==> config.mk <==
export PLATFORM = sky130hd
export DESIGN_NAME = cpusup_top
export DESIGN_NICKNAME = d
export VERILOG_FILES = /design/src/cpusup_top.v /design/src/cpusup_timer.v
export VERILOG_INCLUDE_DIRS = /design/src
export SDC_FILE = /design/constraint.sdc
export NUM_CORES = 1
export LEC_CHECK = 0
export BUFFER_PORTS_ARGS = -buffer_cell sky130_fd_sc_hd__buf_2
export CAP_MARGIN = 0
export CORE_MARGIN = 3
export CORE_UTILIZATION = 47
export DETAILED_ROUTE_END_ITERATION = 12
export PLACE_DENSITY = 0.76
export SLEW_MARGIN = 20
export SYNTH_ARGS = -nofsm -noshare
export SYNTH_HDL_FRONTEND = slang
export SYNTH_HIERARCHICAL = 1
export SYNTH_SLANG_ARGS = --single-unit
==> constraint.sdc <==
create_clock -name clk_in -period 6.55 [get_ports clk_in]
set_clock_uncertainty 0.2 [all_clocks]
set_input_delay 1.31 -clock clk_in [delete_from_list [all_inputs] [get_ports clk_in]]
set_output_delay 1.31 -clock clk_in [all_outputs]
set_load 0.02 [all_outputs]
==> src/cpusup_map.vh <==
// timing constants for the cpu supervisor: times in their own units, counts derived at 250 mhz
// assumes the includer runs on a 4 ns clock
`ifndef CPUSUP_MAP_VH
`define CPUSUP_MAP_VH

`define CPUSUP_CLK_MHZ        250
`define CPUSUP_HOLD_MS        130
`define CPUSUP_HOLD_CYC       (`CPUSUP_HOLD_MS * 1000 * `CPUSUP_CLK_MHZ)
`define CPUSUP_NMI_US         200
`define CPUSUP_NMI_CYC        (`CPUSUP_NMI_US * `CPUSUP_CLK_MHZ)
`define CPUSUP_FILT_US        5
`define CPUSUP_FILT_CYC       (`CPUSUP_FILT_US * `CPUSUP_CLK_MHZ)
`define CPUSUP_WDOG_S         1
`define CPUSUP_WDOG_CYC       (`CPUSUP_WDOG_S * 1000000 * `CPUSUP_CLK_MHZ)
`define CPUSUP_TICK_DIV       250
`define CPUSUP_DEB_TICKS      4

`endif

==> src/cpusup_top.v <==
// cpu supervisor: power-fail hold, button override, power-fail interrupt, watchdog
// assumes comparator results arrive as synchronous levels on clk_in
//
// Notes on behaviour
// - hold asserted immediately when supply monitor reports supply below trip level
// - hold kept at least 130 ms after supply recovers, including power-up
// - button override input is active low; outside party pulls it low
// - override input debounced; each accepted press gives at least 130 ms hold
// - override hold interval counted from release of the button, not press
// - primary hold output active low; complementary active-high copy also given
// - sensed voltage below threshold pulses interrupt low for at least 200 us
// - interrupt only after sensed voltage below threshold about 5 us continuously
// - no interrupt pulse until main supply has reached its trip level
// - watchdog counts only while hold is inactive, starting at hold release
// - each kick falling edge before expiry restarts the watchdog interval
// - watchdog expires when no kick edge arrives within one second
// - on expiry watchdog alarm output driven low for at least 130 ms
`timescale 1ns/1ps
`include "cpusup_map.vh"

module cpusup_top
#(
   parameter HOLD_CYC = `CPUSUP_HOLD_CYC,
   parameter WDOG_CYC = `CPUSUP_WDOG_CYC,
   parameter NMI_CYC  = `CPUSUP_NMI_CYC,
   parameter FILT_CYC = `CPUSUP_FILT_CYC,
   parameter TICK_DIV = `CPUSUP_TICK_DIV,
   parameter DEB_TICKS = `CPUSUP_DEB_TICKS
)
(
   // clock and reset
   input  wire clk_in,
   input  wire rst_in,
   // comparator levels: high while the voltage is above its trip level
   input  wire supply_ok_in,
   input  wire sense_ok_in,
   // processor side inputs
   input  wire button_override_n_in,
   input  wire kick_pulse_in,
   // processor side outputs
   output reg  proc_hold_n_out,
   output reg  proc_hold_out,
   output reg  power_fail_n_out,
   output reg  watchdog_alarm_n_out
);

   localparam W = 32;

   // -----------------------------------------------------------------
   // time base tick for debouncing
   // -----------------------------------------------------------------
   reg  [W-1:0] tick_cnt_r;
   reg          tick_r;

   // a slow tick keeps the debounce window long without a wide shift register
   always @(posedge clk_in or posedge rst_in)
   begin
      if (rst_in)
      begin
         tick_cnt_r <= {W{1'b0}};
         tick_r     <= 1'b0;
      end
      else if (tick_cnt_r == TICK_DIV[W-1:0] - 32'h0000_0001)
      begin
         tick_cnt_r <= {W{1'b0}};
         tick_r     <= 1'b1;
      end
      else
      begin
         tick_cnt_r <= tick_cnt_r + 32'h0000_0001;
         tick_r     <= 1'b0;
      end
   end

   // -----------------------------------------------------------------
   // button debounce
   // -----------------------------------------------------------------
   reg  [7:0] deb_cnt_r;
   reg        pressed_r;
   wire       btn_low = ~button_override_n_in;

   // press accepted after consecutive low ticks; release when input high
   always @(posedge clk_in or posedge rst_in)
   begin
      if (rst_in)
      begin
         deb_cnt_r <= 8'h00;
         pressed_r <= 1'b0;
      end
      else if (!btn_low)
      begin
         deb_cnt_r <= 8'h00;
         pressed_r <= 1'b0;
      end
      else if (tick_r)
      begin
         if (deb_cnt_r == DEB_TICKS[7:0] - 8'h01)
            pressed_r <= 1'b1;
         else
            deb_cnt_r <= deb_cnt_r + 8'h01;
      end
   end

   // -----------------------------------------------------------------
   // hold interval timer
   // -----------------------------------------------------------------
   reg  supply_ok_d_r;
   reg  pressed_d_r;
   wire supply_rise = supply_ok_in & ~supply_ok_d_r;
   wire btn_release = pressed_d_r & ~pressed_r;
   wire hold_busy;

   always @(posedge clk_in or posedge rst_in)
   begin
      if (rst_in)
      begin
         supply_ok_d_r <= 1'b0;
         pressed_d_r   <= 1'b0;
      end
      else
      begin
         supply_ok_d_r <= supply_ok_in;
         pressed_d_r   <= pressed_r;
      end
   end

   // the interval starts at supply recovery or at button release
   cpusup_timer #(.WIDTH(W)) hold_tmr
   (
      .clk_in   (clk_in),
      .rst_in   (rst_in),
      .start_in (supply_rise | btn_release),
      .load_in  (HOLD_CYC[W-1:0]),
      .busy_out (hold_busy)
   );

   // hold while supply low, button held, or interval running
   wire hold_nxt = ~supply_ok_in | pressed_r | btn_release | supply_rise | hold_busy;

   always @(posedge clk_in or posedge rst_in)
   begin
      if (rst_in)
      begin
         proc_hold_n_out <= 1'b0;
         proc_hold_out   <= 1'b1;
      end
      else
      begin
         proc_hold_n_out <= ~hold_nxt;
         proc_hold_out   <= hold_nxt;
      end
   end

   // -----------------------------------------------------------------
   // power-fail interrupt
   // -----------------------------------------------------------------
   reg  [W-1:0] filt_cnt_r;
   reg          sense_low_r;
   reg          supply_seen_r;
   reg  [W-1:0] nmi_cnt_r;

   // filter: sense must stay low for the full window before it counts
   always @(posedge clk_in or posedge rst_in)
   begin
      if (rst_in)
      begin
         filt_cnt_r    <= {W{1'b0}};
         sense_low_r   <= 1'b0;
         supply_seen_r <= 1'b0;
      end
      else
      begin
         if (supply_ok_in)
            supply_seen_r <= 1'b1;
         if (sense_ok_in)
         begin
            filt_cnt_r  <= {W{1'b0}};
            sense_low_r <= 1'b0;
         end
         else if (filt_cnt_r == FILT_CYC[W-1:0] - 32'h0000_0001)
            sense_low_r <= 1'b1;
         else
            filt_cnt_r <= filt_cnt_r + 32'h0000_0001;
      end
   end

   // one pulse per filtered fall; a fall seen before supply is up waits for it
   reg  sense_low_d_r;
   wire nmi_fire = sense_low_r & supply_seen_r & ~sense_low_d_r;

   always @(posedge clk_in or posedge rst_in)
   begin
      if (rst_in)
      begin
         sense_low_d_r    <= 1'b0;
         nmi_cnt_r        <= {W{1'b0}};
         power_fail_n_out <= 1'b1;
      end
      else
      begin
         // only record the fall once it is allowed to fire
         sense_low_d_r <= sense_low_r & supply_seen_r;
         if (nmi_fire)
         begin
            nmi_cnt_r        <= NMI_CYC[W-1:0] - 32'h0000_0001;
            power_fail_n_out <= 1'b0;
         end
         else if (nmi_cnt_r != {W{1'b0}})
            nmi_cnt_r <= nmi_cnt_r - 32'h0000_0001;
         else
            power_fail_n_out <= 1'b1;
      end
   end

   // -----------------------------------------------------------------
   // watchdog
   // -----------------------------------------------------------------
   reg          kick_d_r;
   reg  [W-1:0] wd_cnt_r;
   reg  [W-1:0] alarm_cnt_r;
   wire         kick_fall = kick_d_r & ~kick_pulse_in;

   // counter frozen and cleared while hold is active, restarted by kicks
   always @(posedge clk_in or posedge rst_in)
   begin
      if (rst_in)
      begin
         kick_d_r             <= 1'b1;
         wd_cnt_r             <= {W{1'b0}};
         alarm_cnt_r          <= {W{1'b0}};
         watchdog_alarm_n_out <= 1'b1;
      end
      else
      begin
         kick_d_r <= kick_pulse_in;
         if (!proc_hold_n_out || kick_fall)
            wd_cnt_r <= {W{1'b0}};
         else if (wd_cnt_r == WDOG_CYC[W-1:0] - 32'h0000_0001)
            wd_cnt_r <= {W{1'b0}}; // then a fresh interval
         else
            wd_cnt_r <= wd_cnt_r + 32'h0000_0001;

         if (proc_hold_n_out && !kick_fall && wd_cnt_r == WDOG_CYC[W-1:0] - 32'h0000_0001)
         begin
            alarm_cnt_r          <= HOLD_CYC[W-1:0] - 32'h0000_0001;
            watchdog_alarm_n_out <= 1'b0;
         end
         else if (alarm_cnt_r != {W{1'b0}})
            alarm_cnt_r <= alarm_cnt_r - 32'h0000_0001;
         else
            watchdog_alarm_n_out <= 1'b1;
      end
   end

endmodule // cpusup_top

==> src/cpusup_timer.v <==
// one-shot down counter: loads on start, reports busy until it reaches zero
// assumes start is a synchronous one-cycle pulse
`timescale 1ns/1ps

module cpusup_timer
#(
   parameter WIDTH = 32
)
(
   // clock and reset
   input  wire             clk_in,
   input  wire             rst_in,
   // control
   input  wire             start_in,
   input  wire [WIDTH-1:0] load_in,
   // status
   output wire             busy_out
);

   reg [WIDTH-1:0] count_r;

   // restart wins over counting so a retrigger always yields a full interval
   always @(posedge clk_in or posedge rst_in)
   begin
      if (rst_in)
         count_r <= {WIDTH{1'b0}};
      else if (start_in)
         count_r <= load_in;
      else if (count_r != {WIDTH{1'b0}})
         count_r <= count_r - {{(WIDTH-1){1'b0}}, 1'b1};
   end

   assign busy_out = (count_r != {WIDTH{1'b0}});

endmodule // cpusup_timer

==> results.txt <==
The worst-case register-to-register setup slack came out at roughly 3500 ps. The most repeated library cell on the critical path is sky130_fd_sc_hd__inv_1. Setup repair after global routing left no endpoint under its margin.

Measured along the x axis, the die boundary spans 158.8 um. The starting density of the core is between 40% and 50%. In this run the worst hold path is classified as reg -> reg. The initialized floorplan defines 55 standard-cell rows. Along the worst hold path, the cell count comes to 1. After routing the design area is 12170 um2. The register bit count reported by yosys is ~210. After clock tree synthesis, the clock-pin slew on the worst setup and hold paths is around 60 ps. The final period utilization came out at 46.25%. The power density relative to cell area came out at 265.7 nW/um2. The pin count of the biggest net entering global routing came out at 66. In this run the clock root is driven by a sky130_fd_sc_hd__clkbuf_16. The worst relative slew slack is between 20 and 30%. The worst setup path is launched from a flip-flop. The dominant register cell in the synthesized netlist is sky130_fd_sc_hd__dfrtp_1. In this run, synthesis inferred 0 flip-flops with an integrated enable. The count of buffer and inverter cells on the critical path is 3.

The maximum single-stage delay on the critical path came out at approximately 580 ps. After detailed routing, the number of remaining DRC violations is 0. The worst-margin pin slew came out at ~1000 ps. The routed design has between 20 and 25 mm of wire. Summing the sequential cell areas from Yosys gives approximately half of the chip area. The number of fill cells is 2015.

The average routed wire per standard cell came out at ~14 um. The largest individual stage delay along the critical path comes from the cell sky130_fd_sc_hd__nor4_1. The post-synthesis area per instance came out at 9.844 um2. The max-cap check violation count came out at 0. The routed design could run at a clock period as short as roughly 3000 ps.

The first routing iteration left ~470 violations. The antenna violation net count after detailed routing came out at 0. The first-pass iteration count of the detailed router is 5. The number of post-CTS setup repair buffers is 0. The number of global-route vias before repair came out at 7857. The global-route wire length before repair is 36.66 mm. Data arrives at the worst endpoint at roughly 3300 ps. The count of buffers inserted at the top-level ports is 9. IR analysis of the VDD net gives a maximum drop of roughly 0.14 mV.

During synthesis, Yosys emitted a total of 6 warnings. The final layout contains 1160 nets. The final global-route overflow total came out at 0.

The path with the worst hold slack has its endpoint at supply_seen_r$_DFFE_PP0P_. The initial antenna violation count came out at 1. The placed wire-length estimate after detailed placement is about 13 mm. After synthesis the cells add up to 10980 um2. The count of cells along the worst register-to-register path is 7. The total core area came out at about 23000 um2. In this run the number of H-tree levels came out at 1. The number of gates resized after CTS was 0.

The gate count of the mapped netlist is between 1000 and 1500. On the final layout, the worst hold slack is between 200 and 300 ps. The number of different library cells in the post-synthesis netlist came out at 70. The max-slew violation count is 0. The number of clock sinks seen by CTS is ~210. The critical path data required time is between 6000 and 7000 ps. The endpoint identified for the worst register-to-register timing path is proc_hold_n_out$_DFF_PP0_. The die boundary height came out at 158.8 um. The floorplan step defined a die boundary enclosing about 25000 um2. The async set-or-reset flop fraction in the synthesized netlist is between 90% and 100%. The startpoint identified for the worst hold timing path is supply_seen_r$_DFFE_PP0P_.

Summed over all cells, the static leakage comes to around 5.0 nW. The fraction of layout cells with a size suffix above 1 came out at between 8 and 9%. Grouping stages by cell kind, the critical path spends the most delay in simple AND/OR/NAND/NOR gates.

The antenna diode instance count came out at 0. The congestion estimate from routability-driven global placement came to 0.7988. In this run the critical register-to-register path is launched from hold_tmr/count_r[8]$_DFFE_PP0P_.

Along the worst path, the maximum fanout reaches 23. The number of endpoints with negative hold slack in the final report is 0. The setup path with the least slack is of type reg -> reg.

The maximum buffer depth of the clock tree came out at 3. The maximum clock rate is around 330 MHz. Leaving out fill and tap cells, the most frequent cells in the layout are sky130_fd_sc_hd__dfrtp_1, sky130_fd_sc_hd__nor2_1, sky130_fd_sc_hd__xor2_1. The run finished with clean final reports.

The signal on the critical path passes through nor4_1, nand2_1, nor4_4, buf_4, inv_1, or4_1, inv_1. The quantity of hold-fixing buffers added after cts is 0. The aggregate global-route resource usage is about 16%.

The total I/O pin count came out at 10. The detailed-route via count is between 8000 and 9000. The setup total negative slack is 0 ps.

The kind of end point of the critical path is a flip-flop. The worst-skew pair later-pin latency is around 500 ps. Setup violations remaining at the end of the flow were counted as 0. The number of vias per cell after detailed routing came out at approximately 5.5. The placed cell area is 11420 um2. The most critical setup path has its startpoint at hold_tmr/count_r[8]$_DFFE_PP0P_.

TritonCTS built the clock tree. The number of buffers inserted during clock tree synthesis came out at 23. The most frequent standard cell in the layout excluding fill and tap cells is sky130_fd_sc_hd__dfrtp_1.

Relative to the synthesized area, the layout overhead comes to 10.88%.
## registers in the layout, summed over array words and instances (netlist names), 8 cells and up
register / flops
tick_cnt_r: 32
hold_tmr/count_r: 32
nmi_cnt_r: 32
wd_cnt_r: 32
alarm_cnt_r: 32
deb_cnt_r: 8
filt_cnt_r: 32
## how the worst max path moves through the flow
stage                                             end  slack [ps]  cells past startpoint
after global routing        proc_hold_n_out$_DFF_PP0_        3260                      7
after CTS                 alarm_cnt_r[13]$_DFFE_PP0P_        3270                      5
after global placement    alarm_cnt_r[13]$_DFFE_PP0P_        3320                      5
after floorplan            alarm_cnt_r[0]$_DFFE_PP0P_         160                      1
final                       proc_hold_n_out$_DFF_PP0_        3520                      7
after detailed placement  alarm_cnt_r[13]$_DFFE_PP0P_        3270                      5
## through the flow
stage	util (%)	setup slack, ps	instances	power, W
6_report	53.42	3520	1474	0.003234
5_1_grt	53.42	3256	1474	0.003418
4_1_cts	53.41	3266	1474	0.003273
3_5_place_dp	50.14	3267	1433	0.001989
3_3_place_gp	50.14	3324	1433	0.001971
2_1_floorplan	-	159.7	1145	0.001899
## final cells by class
cell class	count	area, um2	share of cell area, %
Multi-Input combinational cell	864	5503	45.22
Sequential cell	212	5310	43.64
Clock buffer	35	690.7	5.675
Tap cell	313	391.6	3.218
Timing Repair Buffer	19	120.1	0.9870
Inverter	25	98.84	0.8123
Clock inverter	6	55.05	0.4524
## logic make-up after synthesis
| group | after synthesis | share of synthesized area (%) |
|---|---|---|
| fa+ha+maj | 9 | 1.026 |
| mux | 7 | 0.6612 |
| xor+xnor | 152 | 12.13 |
| flops | 212 | 48.38 |
| simple gates | 536 | 26.40 |
| buf+inv | 69 | 2.656 |
| other cells | 2 | 0.06842 |
| compound gates | 128 | 8.675 |
## metal layers
layer	wire (um)	GRT usage, %	vias to the layer above
li1	-	-	4005
met1	9589	22.76	3955
met2	9846	27.48	96
met3	654	2.374	21
met4	295	3.860	2
met5	12	0	-
## Yosys cell counts (5+ instances only)
| master | number | area (um2) |
|---|---|---|
| sky130_fd_sc_hd__dfrtp_1 | 208 | 5205 |
| sky130_fd_sc_hd__nor2_1 | 136 | 510.5 |
| sky130_fd_sc_hd__xor2_1 | 90 | 788.3 |
| sky130_fd_sc_hd__nand2_1 | 89 | 334.1 |
| sky130_fd_sc_hd__xnor2_1 | 62 | 543.0 |
| sky130_fd_sc_hd__nand3_1 | 52 | 260.3 |
| sky130_fd_sc_hd__nor4_1 | 42 | 262.8 |
| sky130_fd_sc_hd__nor3_1 | 34 | 170.2 |
| sky130_fd_sc_hd__nand4_1 | 32 | 200.2 |
| sky130_fd_sc_hd__clkbuf_1 | 30 | 112.6 |
| sky130_fd_sc_hd__o31ai_1 | 26 | 195.2 |
| sky130_fd_sc_hd__inv_1 | 25 | 93.84 |
| sky130_fd_sc_hd__a21oi_1 | 24 | 120.1 |
| sky130_fd_sc_hd__or3_1 | 23 | 143.9 |
| sky130_fd_sc_hd__or4_1 | 23 | 172.7 |
| sky130_fd_sc_hd__and3_1 | 22 | 137.6 |
| sky130_fd_sc_hd__o21ai_0 | 22 | 110.1 |
| sky130_fd_sc_hd__nand2b_1 | 18 | 112.6 |
| sky130_fd_sc_hd__buf_2 | 11 | 55.05 |
| sky130_fd_sc_hd__o211ai_1 | 10 | 75.07 |
| sky130_fd_sc_hd__ha_1 | 9 | 112.6 |
| sky130_fd_sc_hd__a31oi_1 | 8 | 50.05 |
| sky130_fd_sc_hd__and4_1 | 8 | 70.07 |
| sky130_fd_sc_hd__o211a_1 | 7 | 70.07 |
| sky130_fd_sc_hd__or2_2 | 7 | 43.79 |
| sky130_fd_sc_hd__and2_1 | 6 | 37.54 |
| sky130_fd_sc_hd__nor2b_1 | 6 | 37.54 |
| sky130_fd_sc_hd__mux2i_1 | 5 | 50.05 |
| sky130_fd_sc_hd__or4_4 | 5 | 56.30 |
## power by group
group          leakage (nW)  switching, W  internal (W)
registers              2.68      0.000114       0.00142
logic                  1.91      0.000256      0.000179
clock network         0.373      0.000506      0.000763
total                  4.96      0.000876       0.00236
(Power assumes the default switching activity.)
